===== config.mk =====
export PLATFORM = sky130hd
export DESIGN_NAME = horizontal_timing_table_sequencer
export DESIGN_NICKNAME = d
export VERILOG_FILES = /design/src/hw/htt_pkg.sv /design/src/hw/line_sync_divider.sv /design/src/hw/horizontal_timing_table_sequencer.sv
export SDC_FILE = /design/constraint.sdc
export NUM_CORES = 1
export LEC_CHECK = 0
export BUFFER_PORTS_ARGS = -buffer_cell sky130_fd_sc_hd__buf_2
export CAP_MARGIN = 20
export CORE_UTILIZATION = 39
export DETAILED_ROUTE_END_ITERATION = 7
export PLACE_DENSITY_LB_ADDON = 0.25
export SYNTH_ARGS = -nofsm -noshare
export SYNTH_HDL_FRONTEND = slang
export SYNTH_HIERARCHICAL = 1
export SYNTH_SLANG_ARGS = --single-unit

===== constraint.sdc =====
create_clock -name aclk -period 5.1 [get_ports aclk]
set_input_delay 1.53 -clock aclk [delete_from_list [all_inputs] [get_ports aclk]]
set_output_delay 1.53 -clock aclk [all_outputs]
set_load 0.1 [all_outputs]

===== src/hw/htt_pkg.sv =====
package htt_pkg;

  // Register byte offsets on the control bus.
  localparam logic [7:0] CTRL_OFS = 8'h00;
  localparam logic [7:0] DIV_OFS = 8'h04;
  localparam logic [7:0] STAT_OFS = 8'h08;
  localparam logic [7:0] CNT_OFS = 8'h0C;

  // Control register field positions.
  localparam int CTRL_RUN = 0;
  localparam int CTRL_START = 1;
  localparam int CTRL_REF_GATE = 2;
  localparam int CTRL_RANGE_LO = 4;

  // Table entry field positions.
  localparam int B_SYNC = 15;
  localparam int B_SHIFT = 14;
  localparam int B_SEL_HI = 13;
  localparam int B_SEL_LO = 12;
  localparam int B_LAST = 10;
  localparam int B_CH1 = 9;
  localparam int COUNT_W = 9;
  localparam int CTRL_W = 7;

  // Table placement in processor memory.
  localparam logic [15:0] TABLE_BASE = 16'h03E0;
  localparam int TABLE_WORDS = 16;

  // Feedback divisor limits and value after reset.
  localparam logic [12:0] DIV_MIN = 13'h0100;
  localparam logic [12:0] DIV_MAX = 13'h1000;
  localparam logic [12:0] DIV_RESET = 13'h0400;

  // Range divider masks for divide by 2, 4 and 8.
  localparam logic [2:0] MASK_DIV2 = 3'h1;
  localparam logic [2:0] MASK_DIV4 = 3'h3;
  localparam logic [2:0] MASK_DIV8 = 3'h7;

  // Cycles each fetch phase lasts, minus one.
  localparam logic [1:0] PHASE_LAST = 2'h3;

  // Bus responses.
  localparam logic [1:0] RESP_OKAY = 2'h0;
  localparam logic [1:0] RESP_DECERR = 2'h3;

  typedef enum logic [1:0] {F_IDLE, F_WAIT_ACK, F_PHASES, F_RELEASE} fetch_e;

endpackage : htt_pkg


===== src/hw/line_sync_divider.sv =====
`timescale 1ns/10ps
`default_nettype none

module line_sync_divider #(
  parameter int W = 13
) (
  input wire logic aclk,
  input wire logic aresetn,
  input wire logic tick,
  input wire logic [W-1:0] divisor,
  output logic line_sync
);

  logic [W-1:0] count;

  // Divide-by-N: one line sync pulse every divisor ticks.
  always_ff @(posedge aclk) begin
    if (!aresetn) begin
      count <= '0;
      line_sync <= 1'b0;
    end else begin
      line_sync <= 1'b0;
      if (tick) begin
        if (count >= divisor - W'(1)) begin
          count <= '0;
          line_sync <= 1'b1;
        end else begin
          count <= count + 1'b1;
        end
      end
    end
  end

endmodule : line_sync_divider
`default_nettype wire


===== src/hw/horizontal_timing_table_sequencer.sv =====
// The AXI4-Lite slave port and the placing of the registers are this design's own decisions.
`timescale 1ns/10ps
`default_nettype none

module horizontal_timing_table_sequencer (
  input wire logic aclk,
  input wire logic aresetn,
  input wire logic [7:0] s_axi_awaddr,
  input wire logic s_axi_awvalid,
  output logic s_axi_awready,
  input wire logic [31:0] s_axi_wdata,
  input wire logic [3:0] s_axi_wstrb,
  input wire logic s_axi_wvalid,
  output logic s_axi_wready,
  output logic [1:0] s_axi_bresp,
  output logic s_axi_bvalid,
  input wire logic s_axi_bready,
  input wire logic [7:0] s_axi_araddr,
  input wire logic s_axi_arvalid,
  output logic s_axi_arready,
  output logic [31:0] s_axi_rdata,
  output logic [1:0] s_axi_rresp,
  output logic s_axi_rvalid,
  input wire logic s_axi_rready,
  input wire logic synth_base_clock,
  input wire logic bus_hold_ack,
  input wire logic [15:0] table_data,
  input wire logic cpu_timer_out,
  output logic hold_request,
  output logic fetch_phase0_n,
  output logic fetch_phase1_n,
  output logic fetch_phase2_n,
  output logic dram_read_req,
  output logic ram_addr_drive,
  output logic [3:0] latched_addr_offset,
  output logic [15:0] table_fetch_addr,
  output logic terminal_count_n,
  output logic down_counter_clock,
  output logic down_counter_load,
  output logic line_sync,
  output logic video_data_enable,
  output logic shift_clock_gate,
  output logic vmem_cycle_sel_hi,
  output logic vmem_cycle_sel_lo,
  output logic last_entry_flag,
  output logic channel1_request,
  output logic gated_line_ref,
  output logic synth_line_sync
);

  ////////////////////////////////////////////////////////////////////////////
  // Pin synchronisers and base clock edges.

  logic [18:0] pin_meta;
  logic [18:0] pin_sync;
  logic base_s;
  logic ack_s;
  logic [15:0] data_s;
  logic timer_s;
  logic base_prev;
  logic base_rise;
  logic half_rate_clock;
  logic half_tick;

  // Two flops on every pin from the processor or the synthesizer.
  always_ff @(posedge aclk) begin
    if (!aresetn) begin
      pin_meta <= '0;
      pin_sync <= '0;
    end else begin
      pin_meta <= {synth_base_clock, bus_hold_ack, table_data, cpu_timer_out};
      pin_sync <= pin_meta;
    end
  end

  assign {base_s, ack_s, data_s, timer_s} = pin_sync;
  assign base_rise = base_s & ~base_prev;
  assign half_tick = base_rise & half_rate_clock;

  // Halves the synthesizer base clock for the down counter.
  always_ff @(posedge aclk) begin
    if (!aresetn) begin
      base_prev <= 1'b0;
      half_rate_clock <= 1'b0;
    end else begin
      base_prev <= base_s;
      if (base_rise) begin
        half_rate_clock <= ~half_rate_clock;
      end
    end
  end

  ////////////////////////////////////////////////////////////////////////////
  // Register file state.

  logic run_en;
  logic ref_gate;
  logic [1:0] range_sel;
  logic [12:0] divisor;
  logic start_req;
  logic aw_free;
  logic w_free;
  logic [7:0] aw_addr;
  logic [31:0] w_data;
  logic [3:0] w_strb;
  logic do_write;
  logic [12:0] div_in;

  ////////////////////////////////////////////////////////////////////////////
  // Down counter with the lsb done by pulse skipping.

  logic [7:0] cnt_hi;
  logic skip_lsb;
  logic [15:0] buf_word;
  logic buf_valid;
  logic tc;
  htt_pkg::fetch_e state;

  // Expiry only when a fetched entry is waiting and the fetch logic is idle
  // again, so a slow fetch stretches the state instead of losing a fetch.
  assign tc = half_tick & run_en & buf_valid & ~skip_lsb & (cnt_hi == 8'h00) &
              (state == htt_pkg::F_IDLE);

  // Upper eight bits count down; a set lsb swallows one clock pulse.
  always_ff @(posedge aclk) begin
    if (!aresetn) begin
      cnt_hi <= 8'h00;
      skip_lsb <= 1'b0;
    end else if (half_tick && run_en) begin
      if (skip_lsb) begin
        skip_lsb <= 1'b0;
      end else if (tc) begin
        cnt_hi <= buf_word[htt_pkg::COUNT_W-1:1];
        skip_lsb <= buf_word[0];
      end else if (cnt_hi != 8'h00) begin
        cnt_hi <= cnt_hi - 1'b1;
      end
    end
  end

  // Counter clock, load strobe and terminal count, all from the half clock.
  always_ff @(posedge aclk) begin
    if (!aresetn) begin
      down_counter_clock <= 1'b0;
      down_counter_load <= 1'b0;
      terminal_count_n <= 1'b1;
    end else begin
      down_counter_clock <= half_tick & run_en & ~skip_lsb;
      down_counter_load <= tc;
      terminal_count_n <= ~tc;
    end
  end

  // Buffered control bits become the active time state on expiry.
  always_ff @(posedge aclk) begin
    if (!aresetn) begin
      line_sync <= 1'b0;
      video_data_enable <= 1'b0;
      shift_clock_gate <= 1'b0;
      vmem_cycle_sel_hi <= 1'b0;
      vmem_cycle_sel_lo <= 1'b0;
      last_entry_flag <= 1'b0;
      channel1_request <= 1'b0;
    end else if (tc) begin
      line_sync <= buf_word[htt_pkg::B_SYNC];
      video_data_enable <= buf_word[htt_pkg::B_SYNC] & buf_word[htt_pkg::B_SEL_HI];
      shift_clock_gate <= ~buf_word[htt_pkg::B_SYNC] & buf_word[htt_pkg::B_SHIFT];
      vmem_cycle_sel_hi <= ~buf_word[htt_pkg::B_SYNC] & buf_word[htt_pkg::B_SEL_HI];
      vmem_cycle_sel_lo <= ~buf_word[htt_pkg::B_SYNC] & buf_word[htt_pkg::B_SEL_LO];
      last_entry_flag <= buf_word[htt_pkg::B_LAST];
      channel1_request <= buf_word[htt_pkg::B_CH1];
    end
  end

  ////////////////////////////////////////////////////////////////////////////
  // Table fetch under bus hold.

  logic [2:0] phase_n;
  logic [1:0] pcnt;
  logic [3:0] offset;
  logic phase2_end;

  assign fetch_phase0_n = phase_n[0];
  assign fetch_phase1_n = phase_n[1];
  assign fetch_phase2_n = phase_n[2];
  assign phase2_end = ~phase_n[2] & (pcnt == htt_pkg::PHASE_LAST);

  // One fetch per time state refills the input registers; the hold
  // request outranks the processor's own DMA channels.
  always_ff @(posedge aclk) begin
    if (!aresetn) begin
      state <= htt_pkg::F_IDLE;
      hold_request <= 1'b0;
      phase_n <= 3'h7;
      pcnt <= 2'h0;
      dram_read_req <= 1'b0;
      ram_addr_drive <= 1'b0;
    end else begin
      case (state)
        htt_pkg::F_IDLE: begin
          if (tc || (start_req && !buf_valid)) begin
            hold_request <= 1'b1;
            state <= htt_pkg::F_WAIT_ACK;
          end
        end
        htt_pkg::F_WAIT_ACK: begin
          if (ack_s) begin
            phase_n <= 3'h6;
            pcnt <= 2'h0;
            dram_read_req <= 1'b1;
            ram_addr_drive <= 1'b1;
            state <= htt_pkg::F_PHASES;
          end
        end
        htt_pkg::F_PHASES: begin
          pcnt <= pcnt + 1'b1;
          if (pcnt == htt_pkg::PHASE_LAST) begin
            dram_read_req <= 1'b0;
            if (!phase_n[2]) begin
              phase_n <= 3'h7;
              ram_addr_drive <= 1'b0;
              hold_request <= 1'b0;
              state <= htt_pkg::F_RELEASE;
            end else begin
              phase_n <= {phase_n[1:0], 1'b1};
            end
          end
        end
        default: begin
          if (!ack_s) begin
            state <= htt_pkg::F_IDLE;
          end
        end
      endcase
    end
  end

  // Input registers take the word at the end of the third phase and hand
  // it over on expiry.
  always_ff @(posedge aclk) begin
    if (!aresetn) begin
      buf_word <= 16'h0000;
      buf_valid <= 1'b0;
    end else if (phase2_end) begin
      buf_word <= data_s;
      buf_valid <= 1'b1;
    end else if (tc) begin
      buf_valid <= 1'b0;
    end
  end

  // Table offset and the address it forms.
  always_ff @(posedge aclk) begin
    if (!aresetn) begin
      offset <= 4'h0;
      latched_addr_offset <= 4'h0;
      table_fetch_addr <= htt_pkg::TABLE_BASE;
    end else begin
      if (phase2_end) begin
        if (data_s[htt_pkg::B_LAST]) begin
          offset <= 4'h0;
        end else begin
          offset <= offset + 1'b1;
        end
      end
      latched_addr_offset <= offset;
      table_fetch_addr <= htt_pkg::TABLE_BASE + {11'h000, offset, 1'b0};
    end
  end

  ////////////////////////////////////////////////////////////////////////////
  // Synthesizer range divider, feedback divider and reference gate.

  logic [2:0] range_cnt;
  logic [2:0] range_mask;
  logic range_tick;

  assign range_mask = (range_sel == 2'h0) ? htt_pkg::MASK_DIV2 :
                      (range_sel == 2'h1) ? htt_pkg::MASK_DIV4 : htt_pkg::MASK_DIV8;
  assign range_tick = base_rise & ((range_cnt & range_mask) == range_mask);

  // Free-running prescaler on base clock edges.
  always_ff @(posedge aclk) begin
    if (!aresetn) begin
      range_cnt <= 3'h0;
      gated_line_ref <= 1'b0;
    end else begin
      if (base_rise) begin
        range_cnt <= range_cnt + 1'b1;
      end
      gated_line_ref <= ref_gate & timer_s;
    end
  end

  // Feedback divisor: one step moves the output by one reference frequency.
  line_sync_divider #(.W(13)) feedback_div (
    .aclk(aclk),
    .aresetn(aresetn),
    .tick(range_tick),
    .divisor(divisor),
    .line_sync(synth_line_sync)
  );

  ////////////////////////////////////////////////////////////////////////////
  // AXI4-Lite slave.

  assign s_axi_awready = aw_free;
  assign s_axi_wready = w_free;
  assign do_write = ~aw_free & ~w_free & ~s_axi_bvalid;
  assign div_in = w_data[12:0];

  // Address and data are taken in either order; response after both.
  always_ff @(posedge aclk) begin
    if (!aresetn) begin
      aw_free <= 1'b1;
      w_free <= 1'b1;
      aw_addr <= 8'h00;
      w_data <= 32'h0000_0000;
      w_strb <= 4'h0;
      s_axi_bvalid <= 1'b0;
      s_axi_bresp <= htt_pkg::RESP_OKAY;
    end else begin
      if (aw_free && s_axi_awvalid) begin
        aw_free <= 1'b0;
        aw_addr <= s_axi_awaddr;
      end
      if (w_free && s_axi_wvalid) begin
        w_free <= 1'b0;
        w_data <= s_axi_wdata;
        w_strb <= s_axi_wstrb;
      end
      if (do_write) begin
        s_axi_bvalid <= 1'b1;
        if (aw_addr == htt_pkg::CTRL_OFS || aw_addr == htt_pkg::DIV_OFS) begin
          s_axi_bresp <= htt_pkg::RESP_OKAY;
        end else if (aw_addr == htt_pkg::STAT_OFS || aw_addr == htt_pkg::CNT_OFS) begin
          s_axi_bresp <= htt_pkg::RESP_OKAY;
        end else begin
          s_axi_bresp <= htt_pkg::RESP_DECERR;
        end
      end else if (s_axi_bvalid && s_axi_bready) begin
        s_axi_bvalid <= 1'b0;
        aw_free <= 1'b1;
        w_free <= 1'b1;
      end
    end
  end

  // Writable fields; divisor writes are clamped to the legal range.
  always_ff @(posedge aclk) begin
    if (!aresetn) begin
      run_en <= 1'b0;
      ref_gate <= 1'b0;
      range_sel <= 2'h0;
      divisor <= htt_pkg::DIV_RESET;
      start_req <= 1'b0;
    end else begin
      start_req <= 1'b0;
      if (do_write && aw_addr == htt_pkg::CTRL_OFS && w_strb[0]) begin
        run_en <= w_data[htt_pkg::CTRL_RUN];
        ref_gate <= w_data[htt_pkg::CTRL_REF_GATE];
        range_sel <= w_data[htt_pkg::CTRL_RANGE_LO +: 2];
        start_req <= w_data[htt_pkg::CTRL_START];
      end else if (do_write && aw_addr == htt_pkg::DIV_OFS && (&w_strb[1:0])) begin
        if ({w_data[31:13] != 19'h0_0000} || div_in > htt_pkg::DIV_MAX) begin
          divisor <= htt_pkg::DIV_MAX;
        end else if (div_in < htt_pkg::DIV_MIN) begin
          divisor <= htt_pkg::DIV_MIN;
        end else begin
          divisor <= div_in;
        end
      end
    end
  end

  // Read channel: one read at a time, data held until taken.
  always_ff @(posedge aclk) begin
    if (!aresetn) begin
      s_axi_arready <= 1'b1;
      s_axi_rvalid <= 1'b0;
      s_axi_rdata <= 32'h0000_0000;
      s_axi_rresp <= htt_pkg::RESP_OKAY;
    end else if (s_axi_arready && s_axi_arvalid) begin
      s_axi_arready <= 1'b0;
      s_axi_rvalid <= 1'b1;
      s_axi_rresp <= htt_pkg::RESP_OKAY;
      if (s_axi_araddr == htt_pkg::CTRL_OFS) begin
        s_axi_rdata <= 32'({range_sel, 1'b0, ref_gate, 1'b0, run_en});
      end else if (s_axi_araddr == htt_pkg::DIV_OFS) begin
        s_axi_rdata <= 32'(divisor);
      end else if (s_axi_araddr == htt_pkg::STAT_OFS) begin
        s_axi_rdata <= 32'({hold_request, buf_valid, buf_word[15:9], offset});
      end else if (s_axi_araddr == htt_pkg::CNT_OFS) begin
        s_axi_rdata <= 32'({cnt_hi, skip_lsb});
      end else begin
        s_axi_rdata <= 32'h0000_0000;
        s_axi_rresp <= htt_pkg::RESP_DECERR;
      end
    end else if (s_axi_rvalid && s_axi_rready) begin
      s_axi_rvalid <= 1'b0;
      s_axi_arready <= 1'b1;
    end
  end
endmodule : horizontal_timing_table_sequencer
`default_nettype wire


# Yosys cells after proc, flatten, opt, wreduce, memory -nomap -nowiden
# Index checks and enable logic that the tools add are counted.
dict set report op_classes {
  n_lt_le_gt_ge 3
  n_eq_ne 16
  muxes 55
  bitwise 28
  addsub 7
  n_reduce_logical 39
}
# operator count
set op_table {}
lappend op_table {{$mux 13} 6}
lappend op_table {{$eq 8x4->1 const B} 4}
lappend op_table {{$logic_not 8->1} 3}
lappend op_table {{$mux 2} 12}
lappend op_table {{$mux 1} 22}
lappend op_table {{$reduce_bool 19->1} 1}
lappend op_table {{$and 1x1->1} 17}
lappend op_table {{$eq 8x3->1 const B} 2}
lappend op_table {{$mux 8} 2}
lappend op_table {{$mux 3} 5}
lappend op_table {{$add 13x1->13 const B} 1}
lappend op_table {{$ge 13x13->1} 1}
lappend op_table {{$gt 13x13->1 const B} 1}
lappend op_table {{$lt 13x9->1 const B} 1}
lappend op_table {{$sub 13x1->13 const B} 1}
lappend op_table {{$reduce_bool 2->1} 6}
lappend op_table {{$add 10x5->11 const A} 1}
lappend op_table {{$logic_and 1x1->1} 11}
lappend op_table {{$not 1->1} 10}
lappend op_table {{$reduce_and 2->1} 5}
lappend op_table {{$mux 9} 1}
lappend op_table {{$reduce_and 4->1} 2}
lappend op_table {{$reduce_bool 8->1} 1}
lappend op_table {{$sub 8x1->8 const B} 1}
lappend op_table {{other kinds (20)} 31}
dict set report totals {
  register_bits 229
  out_inout_bits 79
  in_bits 78
  word_cells 195
}

# Longest topological paths before layout
dict set report depth {
  ltp_word 11
  mapped_depth 12
  depth_no_buf 11
}

# Modules after synthesis
# Netlist, hierarchy kept.
# module seq_area_each_um2 area_per_inst_um2 n_inst cells_each
set by_module_without_submodules {}
lappend by_module_without_submodules {horizontal_timing_table_sequencer 3563.4 7068.0 1 801}
lappend by_module_without_submodules {line_sync_divider 280.3 1114.8 1 132}

# Least setup slack after synthesis
# Ideal clock, no wire load.
dict set report synth_timing {
  path_type {register to output}
  start {register, netlist name s_axi_rresp[0]}
  end {output s_axi_rresp[1]}
  arrival_time_ns 1.374
  stages_incl_launch_ff 2
  path_buffers 1
  slack_ns 2.196
  path_cell_list {dfxtp_1 -> buf_4}
}
# element line
set synth_rtl {}
lappend synth_rtl {{to (decl)} horizontal_timing_table_sequencer.sv:22} ;# output logic [1:0] s_axi_rresp,

# Worst setup path in the final report
dict set report layout_timing {
  start {register divisor[5]}
  end {register feedback_div.count[10]}
}
dict set report layout_via {
  elab_chain_len 3
}
# element line
set layout_lines {}
lappend layout_lines {{from (decl)} horizontal_timing_table_sequencer.sv:99} ;# logic [12:0] divisor;
lappend layout_lines {{from (signal assigned)} horizontal_timing_table_sequencer.sv:355} ;# divisor <= htt_pkg::DIV_RESET;
lappend layout_lines {{from (signal assigned)} horizontal_timing_table_sequencer.sv:366} ;# divisor <= htt_pkg::DIV_MAX;
lappend layout_lines {{from (signal assigned)} horizontal_timing_table_sequencer.sv:368} ;# divisor <= htt_pkg::DIV_MIN;
lappend layout_lines {{$sub 13x1->13} line_sync_divider.sv:24} ;# if (count >= divisor - W'(1)) begin
lappend layout_lines {{$ge 13x13->1} line_sync_divider.sv:24}
lappend layout_lines {{$mux 13} line_sync_divider.sv:24}
lappend layout_lines {{to (signal assigned)} line_sync_divider.sv:28} ;# count <= count + 1'b1;
lappend layout_lines {{to (decl)} line_sync_divider.sv:14} ;# logic [W-1:0] count;
# Every way passes these cells.
# A chain may end at the register's enable or synchronous reset.

==> results.md <==
* Drt wl/cell at ~14 microns
* Nets@finish at approximately 1100
* Clock Skews at roughly 0.010 ns
* Synth Instances at ~930
* Initial core utilization at around two fifths
* FFs w/ async S/R, synth at 0%
* Row count at 52
* Share of layout cells above drive strength 1 at about 18%
* Ports at between 150 and 200
* Crit path max fanout at 10
* Antenna cells at 0
* Crit path required time at roughly 5.4 ns
* Internal power at approximately 0.0023 W
* R2R depth at 10
* Slowest cell delay on critical path at 0.57 ns
* Clock sink count at 192
* Top FF cell, synth: dfxtp_1
* Fin Setup TNS at 0 ns
* Max-Slew Margin vs Limit at about 42%
* Highest clock rate at between 0.3 and 0.4 GHz
* Number of global-route vias before repair at 5862
* Worst hold slack at 0.4309 ns
* Cell taking the most area after synthesis: dfxtp_1
* Clk pwr share at around two fifths
* CTS buffer count at 17
* Flop pwr share at 49.3%
* Drt first pass iters at 5
* HP Class: flip-flop to flip-flop
* Sw Share at ~27%
* ANT nets after route at 0
* Post-DP Area at ~8800 sq um
* Antenna violations before repair at 0
* Fin util at 46.21%
* Hold path depth at 1
* CP Depth at 10
* Seq/Total Area, Yosys at 46.97%
* Most frequent cell after synthesis: dfxtp_1
* Critical path cell sequence: or4_4 > or3_4 > nor3_2 > xnor2_1 > ha_1 > nand4_1 > or2_2 > a211oi_1 > a211o_1 > nor2_1
* P per Cell Area at about 340 nW/um^2
* Die area at between 20000 and 25000 sq um
* Vias at roughly 6500
* Fillers at about 2000
* Post-CTS setup buffer count at 0
* Number of synthesized flops with an enable pin at 0
* Total number of H-tree levels at 4
* HPWL Detailed at 12920 microns
* Min Tclk post-route at about 3.2 ns
* Synth cell count leaders: dfxtp_1, nand2_1, a21oi_1
* Worst Path Buf+Inv at 0
* Peak supply drop at 0.0002141 V
* Delay-heaviest family, CP: simple AND/OR/NAND/NOR gates
* Top cell type's share of synthesized area at about 47%
* Max-cap violations at 0
* Slowest cell on crit path: or4_4
* Worst Path Class, Setup: flip-flop to flip-flop
* Layout area overhead at 15.37%
* LEAKAGE at between 3 and 4 nW
* Clk slew on worst S/H paths at 0.07 ns
* Largest cells by area after synthesis: dfxtp_1, nand2_1, a21oi_1, and2_1, ha_1
* Final Hold Fails at 0
* Slew Limit Fails at 0
* Design area at between 9000 and 10000 sq um
* Gpl congestion at between 0.8 and 0.9
* DRC at 0
* CTS tree: yes
* Mean area per synthesized cell at 8.770 sq um
* Net Sw Power at a little under 0.0009 W
* Largest net degree at the start of global routing at 63
* Total grt overflow at 0
* Die Wd at ~150 microns
* Period utilization at approximately 63%
* Total track usage at between 10% and 20%
* Place WS at about 1.8 ns
* Worst setup margin at approximately 1.9 ns
* Post_cts resized at 0
* Endpoints failing setup at 0
* Yosys reg bits at around 190
* Worst setup SP type: flip-flop
* Yosys warning total at 6
* First-pass GRT wire length at 29640 microns
* Core box area at 20430 sq um
* Die height at ~150 microns
* Measured slew at the worst slew-check pin at about 0.9 ns
* Synth cell types at between 60 and 70
* Crit path DAT at ~3.5 ns
* DR iter-0 viols at between 300 and 400
* Vias per cell at ~5.0
* Routed wire length at ~18000 microns
* Crit. End Element: flip-flop
* Netlist Area Pre-Place at a little over 8000 sq um
* Bufs on Longest Clock Path at 2
* CTS Hold Bufs at 0
* Status: complete, no violations
* Comb pwr share at between 9 and 10%
* CTS root buffer: clkbuf_16
* Port Buf Inserts at about 120
* Skew-Pair Late Insertion Delay at 0.43 ns
* RSZ-0062 raised after global routing: false
==> metrics by stage <==
stage,instances,power [W]
final,1307,0.003171
after global routing,1307,0.003304
after CTS,1303,0.003204
after detailed placement,1272,0.001903
after global placement,1272,0.001900
after floorplan,962,0.001860
==> worst register-to-register path, stage by stage (launching register included) <==
cell      delay, ns
dfxtp_1        0.38
or4_4          0.57
or3_4          0.34
nor3_2         0.13
xnor2_1        0.09
ha_1           0.30
nand4_1        0.20
or2_2          0.36
a211oi_1       0.30
a211o_1        0.35
nor2_1         0.09
==> power by group through the flow <==
| stage | clock network, W | registers [W] | logic (W) |
|---|---|---|---|
| after floorplan | 0 | 0.00163 | 0.000232 |
| after global placement | 0 | 0.00160 | 0.000303 |
| after detailed placement | 0 | 0.00160 | 0.000305 |
| after CTS | 0.00134 | 0.00156 | 0.000305 |
| after global routing | 0.00140 | 0.00157 | 0.000335 |
| final | 0.00130 | 0.00156 | 0.000312 |
==> metal layers <==
metal	track usage [%]	part of all wire, %
met2	25.88	43
met1	24.39	51
met5	0	0
met3	3.447	4.5
met4	6.094	1.4
==> sequential cells by signal (all words and copies together) (netlist names), 2 cells and up <==
signal and count:
buf_word 16, w_data 32, state 2, cnt_hi 8
w_strb 2, feedback_div/count 13, phase_n 3, range_cnt 3
pcnt 2, divisor 13, table_fetch_addr 4, range_sel 2
pin_meta 19, aw_addr 8, s_axi_rdata 13, pin_sync 19
offset 4
==> cell type report <==
| class | count | area, sq um | area share (%) |
|---|---|---|---|
| clock buffer | 17 | 425.4 | 4.506 |
| clock inverter | 14 | 146.4 | 1.551 |
| inverter | 15 | 56.30 | 0.5964 |
| multi-input combinational | 670 | 3918 | 41.50 |
| sequential | 192 | 3844 | 40.72 |
| tap | 270 | 337.8 | 3.579 |
| timing repair buffer | 129 | 713.2 | 7.555 |
==> cell usage in the layout, fill, tap and decap left out, types with 4 or more instances in the layout <==
cell	netlist	layout
inv_1	14	14
xnor2_1	14	14
a21boi_0	18	18
clkinvlp_4	0	4
o31ai_1	4	4
a21oi_1	87	87
buf_2	3	123
or3_1	6	6
nand3b_1	5	5
xor2_1	10	10
and2_1	50	50
a22oi_1	8	8
nand2b_1	9	9
mux2i_1	5	5
inv_6	0	5
a32o_1	7	7
nand4_1	7	7
clkbuf_16	0	17
o21ai_0	30	30
mux2_2	7	7
nor2b_1	20	19
dfxtp_1	192	192
a31o_2	7	7
nor3_1	13	13
o21a_1	4	4
nor4_1	15	15
and3_1	4	4
nand3_1	22	22
conb_1	2	31
nand2_1	164	164
ha_1	23	23
nor2_1	47	47
==> final timing paths <==
check | from | end | slack, ns
max | divisor[5] | feedback_div/count[10] | 1.88
min | pin_meta[2] | pin_sync[2] | 0.43
max reg2reg | divisor[5] | feedback_div/count[10] | 1.88
min reg2reg | pin_meta[2] | pin_sync[2] | 0.43
==> cells by family after synthesis <==
family          after synthesis  synth area share (%)
other cells                   2               0.09178
simple gates                383                 23.29
xor+xnor                     24                 2.569
flops                       192                 46.97
compound gates              195                 14.92
mux                          14                 2.125
buf+inv                     100                 6.514
fa+ha+maj                    23                 3.517
No activity file was read; power rests on OpenSTA's default activity.
